==> src/verilog/iit_pkg.sv <==
package iit_pkg;

    // ****************************************
    // Bus geometry
    // ****************************************
    localparam int          ADR_W          = 8;
    localparam int          DAT_W          = 32;
    localparam int          SEL_W          = 4;

    // ****************************************
    // Register offsets (byte addresses)
    // ****************************************
    localparam logic [7:0]  OFS_CTRL       = 8'h00;
    localparam logic [7:0]  OFS_PERIOD     = 8'h04;
    localparam logic [7:0]  OFS_INT_EN     = 8'h08;
    localparam logic [7:0]  OFS_POWER      = 8'h0C;
    localparam logic [7:0]  OFS_STATUS     = 8'h10;

    // ****************************************
    // Field positions
    // ****************************************
    localparam int          CNT_W          = 16;
    localparam int          DIV_SEL_LSB    = 0;
    localparam int          DIV_SEL_W      = 4;
    localparam int          CTRL_EN_BIT    = 4;
    localparam int          CTRL_RELOAD_BIT = 5;
    localparam int          CTRL_OFF_BIT   = 6;
    localparam int          CTRL_W         = 7;
    localparam int          INT_EN_BIT     = 8;
    localparam int          POWER_OFF_BIT  = 4;
    localparam int          STAT_ACTIVE_BIT = 0;
    localparam int          STAT_RUN_BIT   = 1;

    // ****************************************
    // Reset values and vector
    // ****************************************
    localparam logic [6:0]  CTRL_RST       = 7'h00;
    localparam logic [15:0] CNT_RST        = 16'h0000;
    localparam logic [15:0] IRQ_VECTOR     = 16'h0010;
    localparam logic [31:0] DAT_ZERO       = 32'h0000_0000;

    // ****************************************
    // Timing
    // ****************************************
    localparam int          CLK_PERIOD_PS  = 5000;
    localparam int          PRESC_W        = 16;

endpackage

==> src/verilog/iit_prescaler.sv <==
`timescale 1ns/1ps
module iit_prescaler
    import iit_pkg::*;
#(
    parameter int W = PRESC_W
) (
    input  wire logic                 clk,
    input  wire logic                 rst,
    input  wire logic                 run,
    input  wire logic [DIV_SEL_W-1:0] divSel,
    output logic                      tick
);

    // ****************************************
    // Binary divider
    // ****************************************
    logic [W-1:0] cnt_r;
    logic [W-1:0] cnt_nxt;
    logic [W-1:0] lowMask;
    logic [DIV_SEL_W:0] shiftAmt;
    wire          allOnes;

    // Code n ticks once every 2^(n+1) clocks
    // Shift amount one bit wider so the top code does not wrap to zero
    assign shiftAmt = {1'b0, divSel} + 1'b1;
    assign lowMask = W'(({{(W-1){1'b0}}, 1'b1} << shiftAmt) - 1'b1);
    assign allOnes = &(cnt_r | ~lowMask);
    assign cnt_nxt = run ? W'(cnt_r + 1'b1) : '0;
    assign tick    = run & allOnes;

    always_ff @(posedge clk) begin
        if (rst) begin
            cnt_r <= '0;
        end else begin
            cnt_r <= cnt_nxt;
        end
    end

endmodule

==> src/verilog/iit_timer.sv <==
`timescale 1ns/1ps
// Functional notes
// Sixteen-bit loadable counter decrements per prescaled tick
// Zero count fires vector 0x10 if enabled
// One-shot: interrupt once, then idle until rewritten
// Period write loads counter and holding register
// Auto-repeat reloads from holding register forever
// Live count readable; period writable anytime
// Stop or restart may lose one tick
// Reset clears control low bits and counter
// Reset never produces a timer interrupt
// Holding register survives reset
// Count enable gates decrementing; else hold
// Divide select picks one of sixteen rates
// Control shutdown bit stops timer and prescaler
// Power register bit 4 also shuts down
// Code zero halves clock; each code doubles
// Period register reads return live count
module iit_timer
    import iit_pkg::*;
(
    input  wire logic             clk,
    input  wire logic             rst,
    input  wire logic             cyc_i,
    input  wire logic             stb_i,
    input  wire logic             we_i,
    input  wire logic [ADR_W-1:0] adr_i,
    input  wire logic [SEL_W-1:0] sel_i,
    input  wire logic [DAT_W-1:0] dat_i,
    output logic      [DAT_W-1:0] dat_o,
    output logic                  ack_o,
    output logic                  timerIrq,
    output logic      [15:0]      irqVector
);

    // ****************************************
    // Byte lane merge
    // ****************************************
    function automatic logic [DAT_W-1:0] laneMerge(
        input logic [DAT_W-1:0] oldVal,
        input logic [DAT_W-1:0] newVal,
        input logic [SEL_W-1:0] sel
    );
        logic [DAT_W-1:0] res;
        res = oldVal;
        for (int i = 0; i < SEL_W; i++) begin
            if (sel[i]) begin
                res[i*8 +: 8] = newVal[i*8 +: 8];
            end
        end
        return res;
    endfunction

    // ****************************************
    // Declarations
    // ****************************************
    logic             ack_r;
    logic [DAT_W-1:0] datOut_r;
    logic [CTRL_W-1:0] ctrl_r;
    logic [CTRL_W-1:0] ctrl_nxt;
    logic             intEn_r;
    logic             intEn_nxt;
    logic             powerOff_r;
    logic             powerOff_nxt;
    logic [CNT_W-1:0] counter_r;
    logic [CNT_W-1:0] counter_nxt;
    logic [CNT_W-1:0] period_r;
    logic [CNT_W-1:0] period_nxt;
    logic             active_r;
    logic             active_nxt;
    logic             irq_r;
    logic [DAT_W-1:0] readMux;
    logic [DAT_W-1:0] ctrlMerged;
    logic [DAT_W-1:0] intMerged;
    logic [DAT_W-1:0] powerMerged;
    logic [DAT_W-1:0] periodMerged;

    wire              busReq;
    wire              wrStrobe;
    wire              selCtrl;
    wire              selPeriod;
    wire              selIntEn;
    wire              selPower;
    wire              selStatus;
    wire              wrCtrl;
    wire              wrPeriod;
    wire              wrIntEn;
    wire              wrPower;
    wire              ctrlOff;
    wire              countEn;
    wire              reloadEn;
    wire              timerRun;
    wire              tick;
    wire              stepEvent;
    wire              zeroEvent;
    wire [DIV_SEL_W-1:0] divSel;

    // ****************************************
    // Wishbone decode
    // ****************************************
    assign busReq    = cyc_i & stb_i;
    assign wrStrobe  = busReq & we_i & ack_r;
    assign selCtrl   = (adr_i == OFS_CTRL);
    assign selPeriod = (adr_i == OFS_PERIOD);
    assign selIntEn  = (adr_i == OFS_INT_EN);
    assign selPower  = (adr_i == OFS_POWER);
    assign selStatus = (adr_i == OFS_STATUS);
    assign wrCtrl    = wrStrobe & selCtrl;
    assign wrPeriod  = wrStrobe & selPeriod;
    assign wrIntEn   = wrStrobe & selIntEn;
    assign wrPower   = wrStrobe & selPower;

    assign ctrlMerged   = laneMerge({{(DAT_W-CTRL_W){1'b0}}, ctrl_r},
                                    dat_i, sel_i);
    assign intMerged    = laneMerge(DAT_ZERO | (DAT_W'(intEn_r)
                                    << INT_EN_BIT), dat_i, sel_i);
    assign powerMerged  = laneMerge(DAT_ZERO | (DAT_W'(powerOff_r)
                                    << POWER_OFF_BIT), dat_i, sel_i);
    assign periodMerged = laneMerge({{(DAT_W-CNT_W){1'b0}}, counter_r},
                                    dat_i, sel_i);

    // ****************************************
    // Read mux
    // ****************************************
    always_comb begin
        readMux = DAT_ZERO;
        if (selCtrl) begin
            readMux[CTRL_W-1:0] = ctrl_r;
        end else if (selPeriod) begin
            readMux[CNT_W-1:0] = counter_r;
        end else if (selIntEn) begin
            readMux[INT_EN_BIT] = intEn_r;
        end else if (selPower) begin
            readMux[POWER_OFF_BIT] = powerOff_r;
        end else if (selStatus) begin
            readMux[STAT_ACTIVE_BIT] = active_r;
            readMux[STAT_RUN_BIT]    = timerRun;
        end
    end

    always_ff @(posedge clk) begin
        if (rst) begin
            ack_r    <= 1'b0;
            datOut_r <= DAT_ZERO;
        end else begin
            ack_r    <= busReq & ~ack_r;
            datOut_r <= (busReq & ~ack_r & ~we_i) ? readMux : datOut_r;
        end
    end

    assign ack_o = ack_r;
    assign dat_o = datOut_r;

    // ****************************************
    // Control registers
    // ****************************************
    assign ctrl_nxt     = wrCtrl ? ctrlMerged[CTRL_W-1:0] : ctrl_r;
    assign intEn_nxt    = wrIntEn ? intMerged[INT_EN_BIT] : intEn_r;
    assign powerOff_nxt = wrPower ? powerMerged[POWER_OFF_BIT]
                                  : powerOff_r;

    always_ff @(posedge clk) begin
        if (rst) begin
            ctrl_r     <= CTRL_RST;
            intEn_r    <= 1'b0;
            powerOff_r <= 1'b0;
        end else begin
            ctrl_r     <= ctrl_nxt;
            intEn_r    <= intEn_nxt;
            powerOff_r <= powerOff_nxt;
        end
    end

    assign divSel   = ctrl_r[DIV_SEL_LSB +: DIV_SEL_W];
    assign countEn  = ctrl_r[CTRL_EN_BIT];
    assign reloadEn = ctrl_r[CTRL_RELOAD_BIT];
    assign ctrlOff  = ctrl_r[CTRL_OFF_BIT];
    assign timerRun = ~ctrlOff & ~powerOff_r;

    // ****************************************
    // Prescaler
    // ****************************************
    iit_prescaler #(
        .W      (PRESC_W)
    ) uPresc (
        .clk    (clk),
        .rst    (rst),
        .run    (timerRun),
        .divSel (divSel),
        .tick   (tick)
    );

    // ****************************************
    // Down counter
    // ****************************************
    assign stepEvent = tick & timerRun & countEn & active_r
                     & ~wrPeriod;
    assign zeroEvent = stepEvent & (counter_r == CNT_W'(1));

    always_comb begin
        counter_nxt = counter_r;
        period_nxt  = period_r;
        active_nxt  = active_r;
        if (wrPeriod) begin
            counter_nxt = periodMerged[CNT_W-1:0];
            period_nxt  = periodMerged[CNT_W-1:0];
            active_nxt  = (periodMerged[CNT_W-1:0] != CNT_RST);
        end else if (zeroEvent) begin
            if (reloadEn) begin
                counter_nxt = period_r;
            end else begin
                counter_nxt = CNT_RST;
                active_nxt  = 1'b0;
            end
        end else if (stepEvent) begin
            counter_nxt = CNT_W'(counter_r - 1'b1);
        end
    end

    always_ff @(posedge clk) begin
        if (rst) begin
            counter_r <= CNT_RST;
            active_r  <= 1'b0;
        end else begin
            counter_r <= counter_nxt;
            active_r  <= active_nxt;
        end
    end

    // Holding register has no reset
    always_ff @(posedge clk) begin
        period_r <= period_nxt;
    end

    // ****************************************
    // Interrupt request
    // ****************************************
    always_ff @(posedge clk) begin
        if (rst) begin
            irq_r <= 1'b0;
        end else begin
            irq_r <= zeroEvent & intEn_r;
        end
    end

    assign timerIrq  = irq_r;
    assign irqVector = IRQ_VECTOR;

    // ****************************************
    // Assertions
    // ****************************************
    a_reset_no_irq: assert property (
        @(posedge clk) rst |=> !timerIrq
    ) else $error("Timer interrupt raised by reset");

    a_reset_clears: assert property (
        @(posedge clk) rst |=> (counter_r == CNT_RST) && !active_r
            && (ctrl_r[5:0] == 6'h00)
    ) else $error("Reset did not clear timer state");

    a_write_loads: assert property (
        @(posedge clk) disable iff (rst)
        wrPeriod && (sel_i[1:0] == 2'b11)
        |=> (counter_r == $past(dat_i[15:0]))
            && (period_r == $past(dat_i[15:0]))
    ) else $error("Period write did not load both registers");

    a_count_step: assert property (
        @(posedge clk) disable iff (rst)
        stepEvent && (counter_r > CNT_W'(1))
        |=> counter_r == CNT_W'($past(counter_r) - 1'b1)
    ) else $error("Counter did not decrement by one");

    a_hold_disabled: assert property (
        @(posedge clk) disable iff (rst)
        !countEn && !wrPeriod |=> $stable(counter_r)
    ) else $error("Counter moved while count disabled");

    a_irq_gated: assert property (
        @(posedge clk) disable iff (rst)
        zeroEvent |=> (timerIrq == $past(intEn_r))
            && (irqVector == 16'h0010)
    ) else $error("Interrupt not gated by enable");

    a_oneshot_stop: assert property (
        @(posedge clk) disable iff (rst)
        zeroEvent && !reloadEn
        |=> !active_r && (counter_r == CNT_RST)
            ##1 (!active_r || $past(wrPeriod))
    ) else $error("One-shot timer did not stop");

    a_auto_reload: assert property (
        @(posedge clk) disable iff (rst)
        zeroEvent && reloadEn
        |=> (counter_r == $past(period_r)) && active_r
    ) else $error("Auto-repeat did not reload");

    a_shutdown_stop: assert property (
        @(posedge clk) disable iff (rst)
        (ctrlOff || powerOff_r) && !wrPeriod
        |-> !tick ##1 $stable(counter_r)
    ) else $error("Timer ran while shut down");

endmodule
==> config.mk <==
export PLATFORM = sky130hd
export DESIGN_NAME = iit_timer
export DESIGN_NICKNAME = d
export VERILOG_FILES = /design/src/verilog/iit_pkg.sv /design/src/verilog/iit_prescaler.sv /design/src/verilog/iit_timer.sv
export SDC_FILE = /design/constraint.sdc
export NUM_CORES = 1
export LEC_CHECK = 0
export ABC_AREA = 1
export BUFFER_PORTS_ARGS = -buffer_cell sky130_fd_sc_hd__buf_4
export CORE_AREA = 3 3 83 117
export CTS_BUF_LIST = sky130_fd_sc_hd__clkbuf_4 sky130_fd_sc_hd__clkbuf_8 sky130_fd_sc_hd__clkbuf_16
export DETAILED_ROUTE_END_ITERATION = 8
export DIE_AREA = 0 0 86 120
export PLACE_DENSITY = 0.81
export SYNTH_ARGS = -nofsm -noshare
export SYNTH_HDL_FRONTEND = slang
export SYNTH_HIERARCHICAL = 1
export SYNTH_SLANG_ARGS = --single-unit
==> constraint.sdc <==
create_clock -name clk -period 3.5 [get_ports clk]
set_input_delay 0.35 -clock clk [delete_from_list [all_inputs] [get_ports clk]]
set_output_delay 0.35 -clock clk [all_outputs]
set_load 0.01 [all_outputs]
==> impl_metrics.yaml <==
routing:
  post-route-drc-count: 0
  first_pass_iters: 7
  route.vias.total: 4774
  drt-wirelength-per-cell_um: 14.09
  drtIter0Drc: 338
  viasPerCell: 5.322
  drtAntennaViolNets: 0
  wl_mm: 12.64
synth:
  yosys.area_share.simple_pct: 34.93
  netlist_area_um2: 4890
  avgSynthCellArea_um2: 6.644
  synth.distinct_cells: 43
  yosys_warnings: 6
  synth_async_sr_flop_share_pct: 0
  synthMuxAreaShare_pct: 0
  synth_top_family_by_area: "simple AND/OR/NAND/NOR gates"
  ys_ff_latch: 76
  synthAdderAreaFrac_pct: 1.024
  synth_xor_area_share_pct: 1.075
  synth_edf_count: 16
  yosysSeqAreaShare_pct: 34.39
  synth_compound_area_share_pct: 12.67
  ys.flop_type: "dfxtp_1"
  synth_cells: 736
finish:
  final_cell_count_no_fill: 897
  nets: 838
  fillers: 835
  register_area_um2: 1682
  area_delta_synth_final_pct: 13.00
  final_layout_size_suffix_gt1_share_pct: 15.70
  n_antenna_cell: 0
  multiInputGateArea_um2: 2554
sta:
  fmax_mhz: 330.7
  finalSetupViolations: 0
  fin_crit_sh_pct: 86.39
  slew_viol_final: 0
  hold_ws_ns: 0.2798
  worst_slew_pin_slew_ns: 0.7612
  slew_headroom_pct: 49.19
  worst_clock_skew_ns: 0.005559
  hold_violations: 0
  finalCriticalPeriod_ns: 3.024
  tns_ns: 0
  rsz0062_at_grt: "false"
clock_network:
  post_cts_resized: 0
  cts_sinks: 76
  cts_made_buffers: 9
  clock_latency_ns: 0.34
  clkTransAtPathRegs_ns: 0.06
  h-tree-depth: 3
  ctsLongestPathBuffers: 2
  cts_tree: "yes"
  cts_setup_buffers: 0
  cts_hold_buf: 0
  root_buffer: "clkbuf_16"
grt:
  grt.total_usage_pct: 24.75
  grt_max_degree: 39
  grt_overflow: 0
  grt_pass1_vias: 4546
  antenna_found_initial: 0
  grt_first_pass_wirelength_mm: 20.37
pwr:
  p_sw_share_pct: 23.24
  p_switching_uw: 471.2
  powerDensity_nw_per_um2: 366.9
  p_int_uw: 1556
  seqPwrFrac_pct: 44.7
  comb_power_share_pct: 6.6
  total_leakage_power_uw: 0.002508
  max-vdd-ir-drop_v: 0.0002764
  clockPowerShare_pct: 48.8
placement:
  routabilityCongestion: 0.9430
  dp.cells: 878
  port_buffers: 48
  place_hpwl_mm: 9.496
floorplanning:
  dieHeight_um: 120
  io_pins: 99
  die_area_um2: 10320
  coreArea_um2: 8875
  start_util_pct: 55.10
  die_w_um: 86
  rows: 41
run:
  cap_violations: 0
worst_setup_path:
  crit_path_end_kind: "flop"
  crit_arrival_ns: 3.23
  crit_type: "reg2reg"
  cp_max_fo: 17
  critical_path_required_ns: 3.70
  crit_path_start_kind: "flop"
hold_path:
  holdCritPathClass: "in2reg"
outcome:
  outcome: "completed"
[layer usage]
metal | vias to the layer above | wire length [um] | GRT usage [%]
met1 | 2146 | 4515 | 25.35
li1 | 2378 | - | -
met4 | 0 | 610 | 14.55
met3 | 55 | 813 | 4.876
met2 | 195 | 6700 | 45.27
met5 | - | 0 | 0
[critical path, cell delays in order, from the launching register on]
cell and delay (ns):
dfxtp_1 0.31, nor2_1 0.23, nand3_1 0.14, ha_1 0.31, nor2_1 0.04, nor2_1 0.09
nand3_1 0.08, nor2_1 0.10, nand2_1 0.05, nor2_1 0.10, nand2_1 0.09, nor2_2 0.08
nand3_1 0.07, nor2_1 0.15, nand4_1 0.16, inv_1 0.14, nand2_4 0.08, inv_4 0.20
nand2_4 0.18, nand2_1 0.10, nand2_1 0.06, nand2_1 0.08, a21oi_2 0.05
[state kept, by name, summed over array words and instances, names as in the netlist]
register / cells
dat_o: 16
active_r: 1
ctrl_r: 7
counter_r: 16
intEn_r: 1
uPresc/cnt_r: 16
period_r: 16
powerOff_r: 1
timerIrq: 1
ack_o: 1
[synth_stat cells (7+ instances only)]
library cell  instances  area [um^2]
nor3_1               12        60.06
nand2_1             194        728.2
nor2_1               72        270.3
nand3_1              61        305.3
nor2_2               12        75.07
o22ai_1               7        43.79
edfxtp_1             16        480.5
nand2_2               7        43.79
a21oi_1              34        170.2
buf_4                33        247.7
o21ai_0              49        245.2
dfxtp_1              60         1201
a21oi_2              10        87.58
inv_1                94        352.8
[stage by stage]
step	area, um^2	util (%)	worst slack, ns	power, uW
floorplan	5002	-	0.9899	1027
global placement	5179	58.35	0.5008	1052
detailed placement	5179	58.35	0.4660	1056
CTS	5503	62.00	0.4314	2036
global route	5525	62.26	0.1008	2090
finish	5525	62.26	0.4764	2027
[layout by cell type (no fill, tap or decap), drive strengths merged]
| cell | netlist | final |
|---|---|---|
| nand2 | 203 | 203 |
| inv | 100 | 101 |
| nor2 | 89 | 89 |
| nand3 | 64 | 64 |
| dfxtp | 60 | 60 |
| buf | 43 | 59 |
| o21ai | 54 | 54 |
| a21oi | 44 | 44 |
| conb | 3 | 33 |
| edfxtp | 16 | 16 |
| nor3 | 15 | 15 |
| clkbuf | 8 | 12 |
| o22ai | 7 | 7 |
| xor2 | 6 | 6 |
| nand4 | 5 | 5 |
| clkinv | 3 | 5 |
| ha | 4 | 4 |
| a211oi | 2 | 2 |
| nor3b | 1 | 1 |
| a311oi | 1 | 1 |
| and2 | 1 | 1 |
| nor4 | 1 | 1 |
| o311ai | 1 | 1 |
| o211ai | 1 | 1 |
| clkinvlp | 0 | 1 |
| nand3b | 1 | 1 |
| or2 | 1 | 1 |
| o21a | 1 | 1 |
| or3 | 1 | 1 |
[power by group through the flow]
stage	sequential, uW	combinational (uW)	clock, uW
floorplan	925	102	0
global placement	925	127	0
detailed placement	925	131	0
CTS	906	131	999
global route	906	147	1040
finish	906	133	988
[final timing paths]
kind,start,endpoint,slack (ns),cells past startpoint
min,dat_i[5],ctrl_r[5]$_SDFFE_PP0P_,0.28,3
max reg2reg,ctrl_r[1]$_SDFFE_PP0P_,counter_r[7]$_SDFFE_PP0P_,0.48,22
min reg2reg,dat_o[12]$_SDFFE_PP0P_,dat_o[12]$_SDFFE_PP0P_,0.47,2
max,ctrl_r[1]$_SDFFE_PP0P_,counter_r[7]$_SDFFE_PP0P_,0.48,22
[logic make-up (layout without fill, tap and decap cells)]
group | count (synthesis) | count (layout)
other | 3 | 33
buffers and inverters | 154 | 178
adder cells (fa/ha/maj) | 4 | 4
flip-flops | 76 | 76
AND/OR/NAND/NOR | 382 | 382
XOR/XNOR | 6 | 6
AO/OA/AOI/OAI | 111 | 111
[cell type report]
cell class                 count  share of cell area (%)
sequential                    76                   30.43
tap                          107                   2.423
timing repair buffer          59                   8.016
clock buffer                  12                   5.435
clock inverter                 4                  0.4303
inverter                     103                   7.043
multi-input combinational    536                   46.22
Note: power is estimated with default switching activity, not from simulation.
